===== config.mk =====
export PLATFORM = sky130hd
export DESIGN_NAME = rgw_top
export DESIGN_NICKNAME = d
export VERILOG_FILES = /design/src/hw/rgw_pkg.sv /design/src/hw/rgw_top.sv
export VERILOG_INCLUDE_DIRS = /design/src /design/src/hw
export SDC_FILE = /design/constraint.sdc
export NUM_CORES = 1
export LEC_CHECK = 0
export BUFFER_PORTS_ARGS = -buffer_cell sky130_fd_sc_hd__buf_2
export CAP_MARGIN = 20
export CORE_UTILIZATION = 54
export DETAILED_ROUTE_END_ITERATION = 10
export GPL_TIMING_DRIVEN = 1
export PLACE_DENSITY = 0.91
export SETUP_SLACK_MARGIN = 0.15
export SYNTH_ARGS = -nofsm -noshare
export SYNTH_HDL_FRONTEND = slang
export SYNTH_SLANG_ARGS = --single-unit
export TNS_END_PERCENT = 100

===== constraint.sdc =====
create_clock -name hclk -period 3.5 [get_ports hclk]
set_clock_uncertainty 0.2 [all_clocks]
set_input_delay 0.35 -clock hclk [delete_from_list [all_inputs] [get_ports hclk]]
set_output_delay 0.35 -clock hclk [all_outputs]
set_load 0.1 [all_outputs]

===== src/hw/rgw_defines.svh =====
// Functional notes
// - Twenty-stage counter advances at half oscillator rate
// - Period field selects one of four taps
// - Period field resets to zero, 2^14 periods
// - Selected tap overflow raises guard timeout
// - Timeout goes to CPU as non-maskable request
// - Timeout vector address is 0020H
// - Writing 4EH to command clears counter
// - Counter also cleared by reset and STOP
// - Enable bit resets to one
// - Disable needs enable cleared plus B1H write
// - Setting enable bit again re-enables guard
// - Counter runs right after reset release
// - Only STOP halts; counting resumes after warm-up
// - Keeps counting in light standby and RUN
`ifndef RGW_DEFINES_SVH
`define RGW_DEFINES_SVH

// Register byte offsets
`define RGW_MODE_OFS     8'h00
`define RGW_CMD_OFS      8'h04
`define RGW_STATUS_OFS   8'h08
`define RGW_ICLR_OFS     8'h0C
`define RGW_IEN_OFS      8'h10
`define RGW_COUNT_OFS    8'h14
`define RGW_VECTOR_OFS   8'h18

// Mode register fields and reset value
`define RGW_MODE_SEL_LSB 0
`define RGW_MODE_EN_BIT  2
`define RGW_MODE_RST     3'h4

// Command codes
`define RGW_CODE_CLEAR   8'h4E
`define RGW_CODE_DISABLE 8'hB1

// Counter shape: first tap bit and spacing between taps
`define RGW_CNT_W        20
`define RGW_TAP_BASE     13
`define RGW_TAP_STEP     2

// Interrupt vector handed to the CPU
`define RGW_VECTOR       16'h0020

`endif


===== src/hw/rgw_pkg.sv =====
package rgw_pkg;
	// Guard run state
	typedef enum logic [1:0] {
		RGW_RUN,
		RGW_OFF,
		RGW_HALT
	} rgw_state_t;
	// Period selector
	typedef logic [1:0] rgw_sel_t;
endpackage


===== src/hw/rgw_top.sv =====
// Implementation choices: the placing of the registers and register access over AHB-Lite.
`timescale 1ns/1ps
`include "rgw_defines.svh"

module rgw_top (
	// Clock and reset
	input  wire logic        hclk,
	input  wire logic        hresetn,
	// AHB-Lite slave
	input  wire logic        hsel,
	input  wire logic [7:0]  haddr,
	input  wire logic [1:0]  htrans,
	input  wire logic        hwrite,
	input  wire logic [2:0]  hsize,
	input  wire logic [31:0] hwdata,
	input  wire logic        hready,
	output logic             hreadyout,
	output logic [31:0]      hrdata,
	output logic             hresp,
	// Power manager pin: high while STOP or its warm-up lasts
	input  wire logic        stop_mode,
	// CPU side
	output logic             guard_timeout_irq,
	output logic [15:0]      nmi_vector,
	output logic             irq
);

	// Address phase capture
	logic                    a_valid_q;   // Data phase pending
	logic                    a_write_q;   // Pending is a write
	logic [7:0]              a_addr_q;    // Pending address
	// Software-visible state
	rgw_pkg::rgw_sel_t       detect_period_sel;
	logic                    guard_enable_bit;
	logic                    status_q;    // Sticky timeout flag
	logic                    ien_q;       // Interrupt enable
	// Engine
	rgw_pkg::rgw_state_t     state_q;
	logic                    div_q;       // Half-rate divider
	logic                    tick;        // One-cycle enable at fc/2
	logic [`RGW_CNT_W-1:0]   count_q;
	logic [3:0]              taps;
	logic                    tap_now;
	logic                    tap_q;
	logic                    tmo_evt;
	// Synchroniser for the STOP pin
	logic                    stop_m_q;    // First stage, read only by stop_s_q
	logic                    stop_s_q;
	// Decoded writes
	logic                    wr_mode;
	logic                    wr_cmd;
	logic                    wr_iclr;
	logic                    wr_ien;
	logic                    cmd_clear;
	logic                    cmd_disable;
	logic                    addr_take;

	assign addr_take   = hsel & htrans[1] & hready;
	assign wr_mode     = a_valid_q & a_write_q & (a_addr_q == `RGW_MODE_OFS);
	assign wr_cmd      = a_valid_q & a_write_q & (a_addr_q == `RGW_CMD_OFS);
	assign wr_iclr     = a_valid_q & a_write_q & (a_addr_q == `RGW_ICLR_OFS);
	assign wr_ien      = a_valid_q & a_write_q & (a_addr_q == `RGW_IEN_OFS);
	// Only the two codes have effect; any other byte falls through
	assign cmd_clear   = wr_cmd & (hwdata[7:0] == `RGW_CODE_CLEAR);
	assign cmd_disable = wr_cmd & (hwdata[7:0] == `RGW_CODE_DISABLE);

	// Two-stage synchroniser, the pin is asynchronous to hclk
	always_ff @(posedge hclk or negedge hresetn) begin
		if (!hresetn) begin
			stop_m_q <= 1'b0;
			stop_s_q <= 1'b0;
		end else begin
			stop_m_q <= stop_mode;
			stop_s_q <= stop_m_q;
		end
	end

	// Address phase register; zero wait states, so every phase is taken
	always_ff @(posedge hclk or negedge hresetn) begin
		if (!hresetn) begin
			a_valid_q <= 1'b0;
			a_write_q <= 1'b0;
			a_addr_q  <= 8'h00;
		end else if (hready) begin
			a_valid_q <= addr_take;
			a_write_q <= hwrite;
			a_addr_q  <= haddr;
		end
	end

	// Bus answer: not ready in reset, ready from the first edge after it, always OKAY
	always_ff @(posedge hclk or negedge hresetn) begin
		if (!hresetn) begin
			hreadyout <= 1'b0;
			hresp     <= 1'b0;
		end else begin
			hreadyout <= 1'b1;
			hresp     <= 1'b0;
		end
	end

	// Read data registered in the address phase; unmapped reads zero
	always_ff @(posedge hclk or negedge hresetn) begin
		if (!hresetn) begin
			hrdata <= 32'h0000_0000;
		end else if (addr_take && !hwrite) begin
			case (haddr)
				`RGW_MODE_OFS:   hrdata <= {29'h0, guard_enable_bit, detect_period_sel};
				`RGW_STATUS_OFS: hrdata <= {29'h0, state_q == rgw_pkg::RGW_OFF,
					state_q == rgw_pkg::RGW_RUN, status_q};
				`RGW_IEN_OFS:    hrdata <= {31'h0, ien_q};
				`RGW_COUNT_OFS:  hrdata <= {12'h000, count_q};
				`RGW_VECTOR_OFS: hrdata <= {16'h0000, `RGW_VECTOR};
				default:         hrdata <= 32'h0000_0000;
			endcase
		end
	end

	// Mode register; period resets to 2^14 and the guard starts armed
	always_ff @(posedge hclk or negedge hresetn) begin
		if (!hresetn) begin
			detect_period_sel <= 2'h0;
			guard_enable_bit  <= 1'b1;
		end else if (wr_mode) begin
			detect_period_sel <= hwdata[`RGW_MODE_SEL_LSB +: 2];
			guard_enable_bit  <= hwdata[`RGW_MODE_EN_BIT];
		end
	end

	// Run state: two-step disable resists a runaway program
	always_ff @(posedge hclk or negedge hresetn) begin
		if (!hresetn) begin
			state_q <= rgw_pkg::RGW_RUN;
		end else begin
			case (state_q)
				rgw_pkg::RGW_RUN: begin
					if (stop_s_q) begin
						state_q <= rgw_pkg::RGW_HALT;
					end else if (cmd_disable && !guard_enable_bit) begin
						state_q <= rgw_pkg::RGW_OFF;
					end
				end
				rgw_pkg::RGW_OFF: begin
					// Standby modes do not reach here; only software stops it
					if (wr_mode && hwdata[`RGW_MODE_EN_BIT]) begin
						state_q <= rgw_pkg::RGW_RUN;
					end
				end
				rgw_pkg::RGW_HALT: begin
					// Pin stays high through warm-up, so release means resume
					if (!stop_s_q) begin
						state_q <= rgw_pkg::RGW_RUN;
					end
				end
				default: state_q <= rgw_pkg::RGW_RUN;
			endcase
		end
	end

	// Half-rate enable from the oscillator clock
	always_ff @(posedge hclk or negedge hresetn) begin
		if (!hresetn) begin
			div_q <= 1'b0;
		end else begin
			div_q <= ~div_q;
		end
	end
	assign tick = div_q;

	// Binary counter; keeps running in light standby and RUN modes
	always_ff @(posedge hclk or negedge hresetn) begin
		if (!hresetn) begin
			count_q <= '0;
		end else if (cmd_clear || stop_s_q || state_q != rgw_pkg::RGW_RUN) begin
			count_q <= '0;
		end else if (tick) begin
			count_q <= count_q + 1'b1;
		end
	end

	// Tap outputs; the selector picks one of them
	genvar gi;
	generate
		for (gi = 0; gi < 4; gi++) begin : g_tap
			assign taps[gi] = count_q[`RGW_TAP_BASE + gi * `RGW_TAP_STEP];
		end
	endgenerate
	assign tap_now = taps[detect_period_sel];

	// Edge of the selected tap is the overflow
	always_ff @(posedge hclk or negedge hresetn) begin
		if (!hresetn) begin
			tap_q <= 1'b0;
		end else begin
			tap_q <= tap_now;
		end
	end
	// Clear writes by software keep this from firing in normal use
	assign tmo_evt = tap_now & ~tap_q & (state_q == rgw_pkg::RGW_RUN);

	// Non-maskable request pulse and its vector
	always_ff @(posedge hclk or negedge hresetn) begin
		if (!hresetn) begin
			guard_timeout_irq <= 1'b0;
			nmi_vector        <= 16'h0000;
		end else begin
			guard_timeout_irq <= tmo_evt;
			nmi_vector        <= `RGW_VECTOR;
		end
	end

	// Sticky status; a new timeout beats a clear in the same cycle
	always_ff @(posedge hclk or negedge hresetn) begin
		if (!hresetn) begin
			status_q <= 1'b0;
		end else if (tmo_evt) begin
			status_q <= 1'b1;
		end else if (wr_iclr && hwdata[0]) begin
			status_q <= 1'b0;
		end
	end

	// Enable register and level interrupt
	always_ff @(posedge hclk or negedge hresetn) begin
		if (!hresetn) begin
			ien_q <= 1'b0;
			irq   <= 1'b0;
		end else begin
			if (wr_ien) begin
				ien_q <= hwdata[0];
			end
			irq <= status_q & ien_q;
		end
	end

	// Divider alternates every cycle
	property p_tick_rate;
		@(posedge hclk) disable iff (!hresetn)
		tick |=> !tick ##1 tick;
	endproperty
	a_tick_rate: assert property (p_tick_rate) else $error("tick not half rate");

	// Counter advances only on a tick while running
	property p_count_adv;
		@(posedge hclk) disable iff (!hresetn)
		(tick && state_q == rgw_pkg::RGW_RUN && !cmd_clear && !stop_s_q)
			|=> count_q == $past(count_q) + 20'h00001;
	endproperty
	a_count_adv: assert property (p_count_adv) else $error("counter did not advance");

	// Clear code empties the counter
	property p_cmd_clear;
		@(posedge hclk) disable iff (!hresetn)
		cmd_clear |=> count_q == 20'h00000;
	endproperty
	a_cmd_clear: assert property (p_cmd_clear) else $error("clear code ignored");

	// Other codes leave run state alone
	property p_other_code;
		@(posedge hclk) disable iff (!hresetn)
		(wr_cmd && !cmd_disable && !stop_s_q && !wr_mode && state_q != rgw_pkg::RGW_HALT) |=> $stable(state_q);
	endproperty
	a_other_code: assert property (p_other_code) else $error("stray code acted");

	// Disable takes both steps
	property p_disable;
		@(posedge hclk) disable iff (!hresetn)
		(state_q == rgw_pkg::RGW_RUN && cmd_disable && !stop_s_q)
			|=> (state_q == rgw_pkg::RGW_OFF) == !$past(guard_enable_bit);
	endproperty
	a_disable: assert property (p_disable) else $error("disable sequence wrong");

	// Setting enable bit revives a disabled guard
	property p_reenable;
		@(posedge hclk) disable iff (!hresetn)
		(state_q == rgw_pkg::RGW_OFF && wr_mode && hwdata[`RGW_MODE_EN_BIT])
			|=> state_q == rgw_pkg::RGW_RUN && count_q == 20'h00000;
	endproperty
	a_reenable: assert property (p_reenable) else $error("re-enable failed");

	// Timeout reaches the CPU next cycle with vector
	property p_timeout_nmi;
		@(posedge hclk) disable iff (!hresetn)
		tmo_evt |=> guard_timeout_irq && nmi_vector == 16'h0020 ##1 status_q;
	endproperty
	a_timeout_nmi: assert property (p_timeout_nmi) else $error("timeout not delivered");

	// STOP halts and empties the counter
	property p_stop_halts;
		@(posedge hclk) disable iff (!hresetn)
		stop_s_q[*2] |=> count_q == 20'h00000 && !guard_timeout_irq;
	endproperty
	a_stop_halts: assert property (p_stop_halts) else $error("counting during STOP");

	// Disabled guard holds the counter empty and stays silent
	property p_off_quiet;
		@(posedge hclk) disable iff (!hresetn)
		state_q == rgw_pkg::RGW_OFF |=> count_q == 20'h00000 && !guard_timeout_irq;
	endproperty
	a_off_quiet: assert property (p_off_quiet) else $error("disabled guard counted");

	// Synchronised release of the STOP pin returns the guard to run next cycle
	property p_halt_resume;
		@(posedge hclk) disable iff (!hresetn)
		(state_q == rgw_pkg::RGW_HALT && !stop_s_q) |=> state_q == rgw_pkg::RGW_RUN;
	endproperty
	a_halt_resume: assert property (p_halt_resume) else $error("guard stuck after STOP");

endmodule // rgw_top


# --- Word-level counts from Yosys, hierarchy flattened ---
# Index checks and enable logic that the tools add are counted.
totals:
  out_inout_bits: 52
  input_bits: 51
  ff_bits: 76
op_classes:
  n_eq_ne: 14
  order_cmp: 1
  bitwise: 14
  n_mux: 12
  n_reduce_logical: 15
  n_addsub: 1
ops:
  columns: ["operator", "n"]
  rows:
  - ["20-bit case mux with 5 select lines", 1]
  - ["20-bit two-way mux", 2]
  - ["8-bit by 5-bit == test with 1-bit output (second input constant)", 4]
  - ["20-bit by 1-bit adder with 20-bit output (second input constant)", 1]
  - ["8-bit by 4-bit == test with 1-bit output (second input constant)", 2]
  - ["8-bit zero test", 2]
  - ["1-bit bitwise AND", 12]
  - ["8-bit by 3-bit == test with 1-bit output (second input constant)", 1]
  - ["8-bit by 7-bit == test with 1-bit output (second input constant)", 1]
  - ["8-bit == test (second input constant)", 1]
  - ["2-bit two-way mux", 4]
  - ["2-bit case mux with 3 select lines", 1]
  - ["2-bit nonzero test", 3]
  - ["1-bit logical AND", 4]
  - ["2-bit by 3-bit < comparator with 1-bit output (second input constant)", 1]
  - ["1-bit two-way mux", 3]
  - ["3-bit by 2-bit != test with 1-bit output (second input constant)", 1]
  - ["3-bit AND reduction", 1]
  - ["1-bit binary-select mux with 2-bit select", 1]
  - ["2-bit by 1-bit == test with 1-bit output (second input constant)", 1]
  - ["2-bit == test (second input constant)", 1]
  - ["1-bit zero test", 2]
  - ["2-bit zero test", 1]
  - ["1-bit logical OR", 2]
  - ["other kinds (3)", 4]

# --- Depth between registers and ports, before layout ---
# Gate-level depths: netlist of run 1.
logic_depth:
  ltp_word: 7
  depth_mapped: 5
  mapped_depth_nobuf: 5

# --- Worst setup path before layout of run 1 ---
# OpenSTA, ideal clock, no wires.
synth_path:
  path_type: "reg2out"
  from: "register nmi_vector[5]"
  to: "output port nmi_vector[5]"
  arrival_time_ps: 1324
  stages_incl_launch_ff: 2
  n_path_buf: 1
  path_slack_ps: 1626
  path_cell_list: "dfrtp_1 buf_4"
synth_lines:
  columns: ["element", "line", "text"]
  rows:
  - ["from (decl)", "rgw_top.sv:24", "output logic [15:0] nmi_vector,"]
  - ["from (signal assigned)", "rgw_top.sv:208", "nmi_vector <= `RGW_VECTOR;"]
# No word-level cell between the ends.

# --- Final worst setup path of run 1 ---
layout_path:
  from: "input port hready"
  to: "register hrdata[2]"
layout_between:
  elab_chain_cells: 2
layout_lines:
  columns: ["element", "line", "text"]
  rows:
  - ["from (decl)", "rgw_top.sv:16", "input wire logic hready,"]
  - ["1-bit bitwise AND", "rgw_top.sv:58", "assign addr_take = hsel & htrans[1] & hready;"]
  - ["1-bit logical AND", "rgw_top.sv:106", "end else if (addr_take && !hwrite) begin"]
  - ["to (signal assigned)", "rgw_top.sv:108", "`RGW_MODE_OFS: hrdata <= {29'h0, guard_enable_bit, detect_period_sel};"]
  - ["to (signal assigned)", "rgw_top.sv:109", "`RGW_STATUS_OFS: hrdata <= {29'h0, state_q == rgw_pkg::RGW_OFF,"]
  - ["to (signal assigned)", "rgw_top.sv:111", "`RGW_IEN_OFS: hrdata <= {31'h0, ien_q};"]
  - ["to (decl)", "rgw_top.sv:18", "output logic [31:0] hrdata,"]
# Every way passes these cells.
# A chain may end at the register's enable or synchronous reset.

==> results of run 1 <==
==> metrics by stage <==
| step | cell area [sq um] | total power (W) |
|---|---|---|
| 2_1_floorplan | 3197 | 0.0009832 |
| 3_3_place_gp | 3283 | 0.0009987 |
| 3_5_place_dp | 3283 | 0.001003 |
| 4_1_cts | 3500 | 0.001655 |
| 5_1_grt | 3530 | 0.001707 |
| 6_report | 3530 | 0.001645 |
==> Yosys cell counts (3+ instances only) <==
library cell,count,area share
mux2i_1,5,0.016
nand2_1,8,0.0097
nor4_1,4,0.0081
mux2_2,12,0.044
xnor2_1,7,0.020
nor2_1,16,0.019
nor3_1,7,0.011
buf_2,4,0.0065
a22o_1,16,0.045
nand3_1,8,0.013
a21oi_1,5,0.0081
dfrtp_1,63,0.51
nor2b_1,3,0.0061
xor2_1,5,0.014
o31ai_1,5,0.012
or3_1,4,0.0081
buf_4,29,0.070
o21ai_0,8,0.013
a22oi_1,3,0.0073
or4_1,3,0.0073
nand4b_1,3,0.0085
nand4_1,7,0.014
inv_1,6,0.0073
clkbuf_1,4,0.0048
==> kinds of logic (layout without fill, tap and decap cells) <==
| group | after synthesis | count (layout) | share of synthesized area |
|---|---|---|---|
| simple gates | 86 | 86 | 0.1807 |
| flops | 64 | 64 | 0.5178 |
| buf+inv | 45 | 75 | 0.09418 |
| compound gates | 43 | 43 | 0.09984 |
| mux | 18 | 18 | 0.06710 |
| xor+xnor | 12 | 12 | 0.03395 |
| other cells | 2 | 29 | 0.002426 |
| fa+ha+maj | 1 | 1 | 0.004041 |
==> placed cells by master, fill, tap and decap left out, types with 2 or more instances in the layout <==
cell           netlist  routed
dfrtp_1             63      63
buf_2                4      46
conb_1               2      29
nor2_1              16      16
a22o_1              16      16
mux2_2              12      12
clkbuf_8             0      11
nand2_1              8       8
nand3_1              8       8
o21ai_0              8       8
nor3_1               7       7
nand4_1              7       7
xnor2_1              7       7
inv_1                6       6
a21oi_1              5       5
xor2_1               5       5
mux2i_1              5       5
nor4_1               4       4
or3_1                4       4
o31ai_1              5       4
buf_4               29       4
nor2b_1              3       3
nand4b_1             3       3
or4_1                3       3
a22oi_1              3       3
or3_4                2       2
and4_1               2       2
nor4bb_1             2       2
a21oi_2              2       2
nand2b_1             2       2
o21ai_1              2       2
clkinvlp_4           0       2
clkinv_2             0       2
dlygate4sd3_1        0       2
==> cell type report <==
class                           instances  area share
Timing Repair Buffer                   53     0.08508
Clock buffer                           11     0.04289
Sequential cell                        64      0.4541
Clock inverter                          5     0.01560
Multi-Input combinational cell        189      0.3704
Inverter                                6    0.006381
Tap cell                               72     0.02552
==> report_power, final <==
group / internal [W] / switching, W
Combinational: 0.0000377 / 0.000185
Clock: 0.000365 / 0.000287
Sequential: 0.000757 / 0.0000141
==> sequential cells by signal, summed over array words and instances (netlist names) <==
name and count:
guard_timeout_irq 1, status_q 1, a_write_q 1, a_addr_q 8
stop_s_q 1, stop_m_q 1, nmi_vector 1, guard_enable_bit 1
tap_q 1, div_q 1, detect_period_sel 2, state_q 2
a_valid_q 1, irq 1, count_q 20, ien_q 1
hrdata 20
==> worst max path at each step <==
| stage | start | endpoint | cells past startpoint |
|---|---|---|---|
| 2_1_floorplan | nmi_vector[5]$_DFF_PN0_ | nmi_vector[5] | 1 |
| 4_1_cts | hready | hrdata[2]$_DFFE_PN0P_ | 6 |
| 3_3_place_gp | hready | hrdata[2]$_DFFE_PN0P_ | 6 |
| 5_1_grt | hready | hrdata[2]$_DFFE_PN0P_ | 6 |
| 6_report | hready | hrdata[2]$_DFFE_PN0P_ | 6 |
| 3_5_place_dp | hready | hrdata[2]$_DFFE_PN0P_ | 6 |
==> metal layers <==
| metal | global-route usage | vias to the layer above | routed length (microns) |
|---|---|---|---|
| met4 | 0.09623 | 0 | 104 |
| li1 | - | 1034 | - |
| met2 | 0.3230 | 70 | 2879 |
| met1 | 0.2748 | 1088 | 2508 |
| met3 | 0.06000 | 11 | 315 |
| met5 | 0 | - | 0 |
==> what timing repair did <==
action / CTS / global route
endpoints found under the setup margin: 0 / 0
hold buffers: 1 / 1
resized for setup: 0 / 0
endpoints found under the hold margin: 1 / 12
==> impl_metrics.yaml, run 1 <==
die:
  num_rows: 27
  die-area_sq_um: 6039
  dieHeight_microns: 77.71
  initial_core_util: 0.5621
  core_region_area_sq_um: 5507
  io-pin-count: 103
  die_x_microns: 77.71
timing:
  finalCritPeriodShare: 0.5872
  finalSetupViolations: 0
  slew_headroom: 0.3106
  slew_viol_final: 0
  fin_ws_ns: 1.445
  period_minus_slack_ns: 2.055
  hold_viol_final: 0
  whs_ns: 0.04842
  tns_ns: 0
  worst_slew_pin_slew_ns: 1.026
  fmax_mhz: 486.6
  rsz0062_at_grt: "false"
worst_setup_path:
  ff2ff_path_depth: 5
  path_cells: "buf_2 -> nand4b_1 -> buf_4 -> nor4_4 -> a22oi_1 -> o21ai_1"
  crit_type: "in2reg"
  worstSetupEndpointType: "flop"
  critical_path_required_ns: 3.58
  critical_path.max_fanout: 22
  slowest_delay_ns: 0.92
  reg2reg_to: "count_q[14]$_DFFE_PN0P_"
  r2r-start: "count_q[0]$_DFFE_PN0P_"
  r2r_setup_slack_ns: 1.46
  critPathTopFamily: "simple AND/OR/NAND/NOR gates"
  path_buf_inv: 2
  crit_path_start_kind: "input pin"
  arrival_ns: 2.13
  crit_slowest_cell: "nor4_4"
yosys:
  synthCells: 271
  seq_area_frac_synth: 0.5178
  synth_top_flop_cell: "dfrtp_1"
  synth_cell_types: 53
  syn_area_sq_um: 3095
  yosysWarnings: 0
  synth-async-reset-ratio: 1.000
  synth-edff-count: 0
  avgSynthCellArea_sq_um: 11.42
  ys_ff_latch: 64
place:
  port_buffers: 46
  hpwl_mm: 3.968
  dp.cells: 381
  post-place-ws_ns: 1.080
  routabilityCongestion: 0.8733
clock_tree:
  cts_root_buffer: "clkbuf_8"
  cts_buffers: 9
  cts_tree: "yes"
  clk_path_buf_depth: 2
  cts.sink_count: 64
  post-cts-setup-buffers: 0
  clkTransAtPathRegs_ns: 0.07
  h-tree-depth: 3
  clk-insertion-delay-late_ns: 0.35
global_routing:
  antenna_found_initial: 0
  grt_pass1_vias: 2007
  grt_max_degree: 51
  track_usage: 0.2099
  grt_overflow: 0
  grt_pass1_wl_mm: 9.501
detailed_routing:
  routed_wire_length_per_instance_microns: 14.52
  drt_iter0_drc: 177
  postRouteAntennaNets: 0
  num_vias: 2203
  drcViolationCount: 0
  avgViaCountPerCell: 5.508
  firstDrtPassIters: 4
  wirelength_mm: 5.807
final_layout:
  regArea_sq_um: 1603
  area_growth_pct: 14.03
  num-nets-final: 375
  n_antenna_cell: 0
  final_cell_count_no_fill: 400
  final_util: 0.6410
  num-fill-cells: 445
  multiInputGateArea_sq_um: 1308
  drive_gt1_frac: 0.2866
outcome:
  status: "complete, no violations"
worst_hold_path:
  holdCritPathClass: "in2reg"
  whs_path_depth: 2
  holdCritStartpoint: "haddr[7]"
  holdPathEnd: "a_addr_q[7]$_DFFE_PN0P_"
flow_run:
  maxCapViolations: 0
power:
  power_leakage_nw: 1.652
  power.density_nw_per_um2: 466.0
  peakVddDrop_mv: 0.3153
Note: power is estimated with default switching activity, not from simulation.
==> run 2: changes to the inputs <==
- ABC_AREA: unset -> 1
- CORE_UTILIZATION: 54 -> 52
- PLACE_DENSITY: 0.91 -> 0.87
- clock period: 3.5 -> 2 ns (I/O delays scaled with it)
==> run 2 against run 1 <==
Effect of this change: sequential cell count stayed put; final cell count is 48% higher; routed wire length is 26% higher.
==> impl_metrics.yaml, run 2 <==
timing:
  finalSetupViolations: 0
  fin_ws_ns: 0.2880
  whs_ns: 0.05005
  finalCritPeriodShare: 0.8560
  slew_headroom: 0.5838
  hold_viol_final: 0
  tns_ns: 0
  worst_slew_pin_slew_ns: 0.6236
  period_minus_slack_ns: 1.712
  fmax_mhz: 584.1
  rsz0062_at_grt: "false"
  slew_viol_final: 0
place:
  hpwl_mm: 5.353
  placed_area_sq_um: 3611
  port_buffers: 46
  dp.cells: 559
  post-place-ws_ns: 0.2112
  routabilityCongestion: 0.9021
detailed_routing:
  drcViolationCount: 0
  drt_iter0_drc: 223
  postRouteAntennaNets: 0
  avgViaCountPerCell: 4.976
  top_layer: "met4"
  routed_wire_length_per_instance_microns: 12.31
  met2_length_mm: 3.612
  wl_met3_microns: 518
  wl_met1_mm: 3.004
  num_vias: 2951
  firstDrtPassIters: 4
  wirelength_mm: 7.298
yosys:
  yosysWarnings: 0
  synth.area.top_cells: "dfrtp_1 (46%), nand2_1 (13%), buf_4 (7.2%)"
  synth_top_cell_area_share: 0.4605
  ys_ff_latch: 64
  avgSynthCellArea_sq_um: 7.693
  yosys.cell_count.top_type: "nand2_1"
  synth-edff-count: 0
  synth_cell_types: 33
  synthCells: 445
  ys_top_cells_by_count: "nand2_1 (122), dfrtp_1 (63), nor2_1 (56)"
  synth-async-reset-ratio: 1.000
  syn_area_sq_um: 3423
  synth_top_flop_cell: "dfrtp_1"
  seq_area_frac_synth: 0.4682
  synth_top_area_cell: "dfrtp_1"
worst_hold_path:
  holdCritPathClass: "in2reg"
  whs_path_depth: 3
die:
  io-pin-count: 103
  die-area_sq_um: 6911
  num_rows: 29
  core_region_area_sq_um: 6350
  die_x_microns: 83.14
  dieHeight_microns: 83.14
  initial_core_util: 0.5391
worst_setup_path:
  crit_slowest_cell: "dfrtp_1"
  critical_path_required_ns: 2.02
  arrival_ns: 1.73
  crit_path_start_kind: "flop"
  reg2reg_to: "count_q[8]$_DFFE_PN0P_"
  cp_num_cells: 5
  slowest_delay_ns: 0.53
  ff2ff_path_depth: 5
  r2r-start: "div_q$_DFF_PN0_"
  worstSetupEndpointType: "flop"
  crit_type: "reg2reg"
  endpoint: "count_q[8]$_DFFE_PN0P_"
  path_cells: "inv_1 -> nor2_4 -> nand2_1 -> nor3b_1 -> nor3_1"
  critical_path.max_fanout: 9
  r2r_setup_slack_ns: 0.29
  setup.worst_path.start: "div_q$_DFF_PN0_"
  critPathTopFamily: "simple AND/OR/NAND/NOR gates"
  path_buf_inv: 1
outcome:
  status: "complete, no violations"
global_routing:
  antenna_found_initial: 0
  track_usage: 0.2332
  grt_overflow: 0
  grt_pass1_vias: 2916
  grt_max_degree: 29
  grt_pass1_wl_mm: 12.78
power:
  peakVddDrop_mv: 0.4709
  power_leakage_nw: 2.165
  power.density_nw_per_um2: 754.3
final_layout:
  area_growth_pct: 16.48
  layout_commonest_cell: "nand2_1"
  fin_area_sq_um: 3988
  final_cell_count_no_fill: 593
  n_antenna_cell: 0
  drive_gt1_frac: 0.1802
  num-nets-final: 563
  top_regs: "count_q x20, hrdata x20, a_addr_q x8"
  most-common-layout-cells: "nand2_1 (121), dfrtp_1 (62), nor2_1 (54)"
clock_tree:
  cts_tree: "yes"
  cts.sink_count: 64
  cts_root_buffer: "clkbuf_8"
  cts_buffers: 9
  clk-insertion-delay-late_ns: 0.35
  clkTransAtPathRegs_ns: 0.08
  clk_path_buf_depth: 2
  h-tree-depth: 3
flow_run:
  maxCapViolations: 0
[run 2: cell types whose count changed after synthesis, moves of 11 or more]
| cell | change |
|---|---|
| nand3_1 | +35 |
| nand2_1 | +114 |
| a21oi_1 | +11 |
| mux2_2 | -11 |
| inv_1 | +41 |
| nor2_1 | +40 |
| a22o_1 | -16 |
[run 2: through the flow]
step                      power [W]    util
after floorplan            0.001841       -
after global placement     0.001893  0.5687
after detailed placement   0.001911  0.5687
after CTS                  0.003023  0.6238
after global routing       0.003128  0.6280
final                      0.003008  0.6280
[run 2: worst min-delay path by stage]
stage | slack, ns | startpoint | to
final | 0.05 | hready | a_addr_q[0]$_DFFE_PN0P_
after global routing | 0.07 | hready | a_addr_q[0]$_DFFE_PN0P_
after CTS | 0.04 | hready | a_addr_q[0]$_DFFE_PN0P_
after detailed placement | 0.03 | hresetn | hrdata[15]$_DFFE_PN0P_
after global placement | 0.02 | hresetn | hrdata[16]$_DFFE_PN0P_
after floorplan | -0.30 | hresetn | a_addr_q[0]$_DFFE_PN0P_
[run 2: layout make-up]
cell class,count,area [sq um]
fillers,537,2362
flip-flops and latches,64,1604
multi-input cells,317,1451
repair buffers,69,455.4
inverters,50,190.2
clock buffers,12,145.1
well taps,77,96.34
clock inverters,4,45.04
[run 2: worst reg2reg max path, delay by kind of cell, from the launching register on]
family	cells	cell delay, ns
AND/OR/NAND/NOR	4	0.62
flip-flops	1	0.53
buffers and inverters	1	0.24
[run 2: routing by layer]
metal / up-vias / GRT usage
met5: - / 0
met4: 0 / 0.1003
met3: 16 / 0.05964
met2: 106 / 0.3838
met1: 1363 / 0.2919
li1: 1466 / -
[run 2: power breakdown]
part	leakage (nW)	total, W	internal, W	switching, W
Clock	0.100	0.00109	0.000604	0.000487
Sequential	0.826	0.00137	0.00134	0.0000340
Combinational	1.24	0.000543	0.000106	0.000438
Total	2.17	0.00301	0.00205	0.000959
[run 2: cell families after synthesis]
logic type | synth area share
AOI/OAI and AO/OA | 0.04423
buffers and inverters | 0.1404
adders and majority gates | 0.003654
xor gates and xnor gates | 0.005118
and+or+nand+nor | 0.3330
muxes | 0.003289
other | 0.002194
DFF | 0.4682
[run 2: what timing repair did]
item	CTS	global route
endpoints found under the hold margin	36	0
gates resized for setup	0	6
hold buffers	16	0
endpoints found under the setup margin	0	26
buffers inserted	0	2
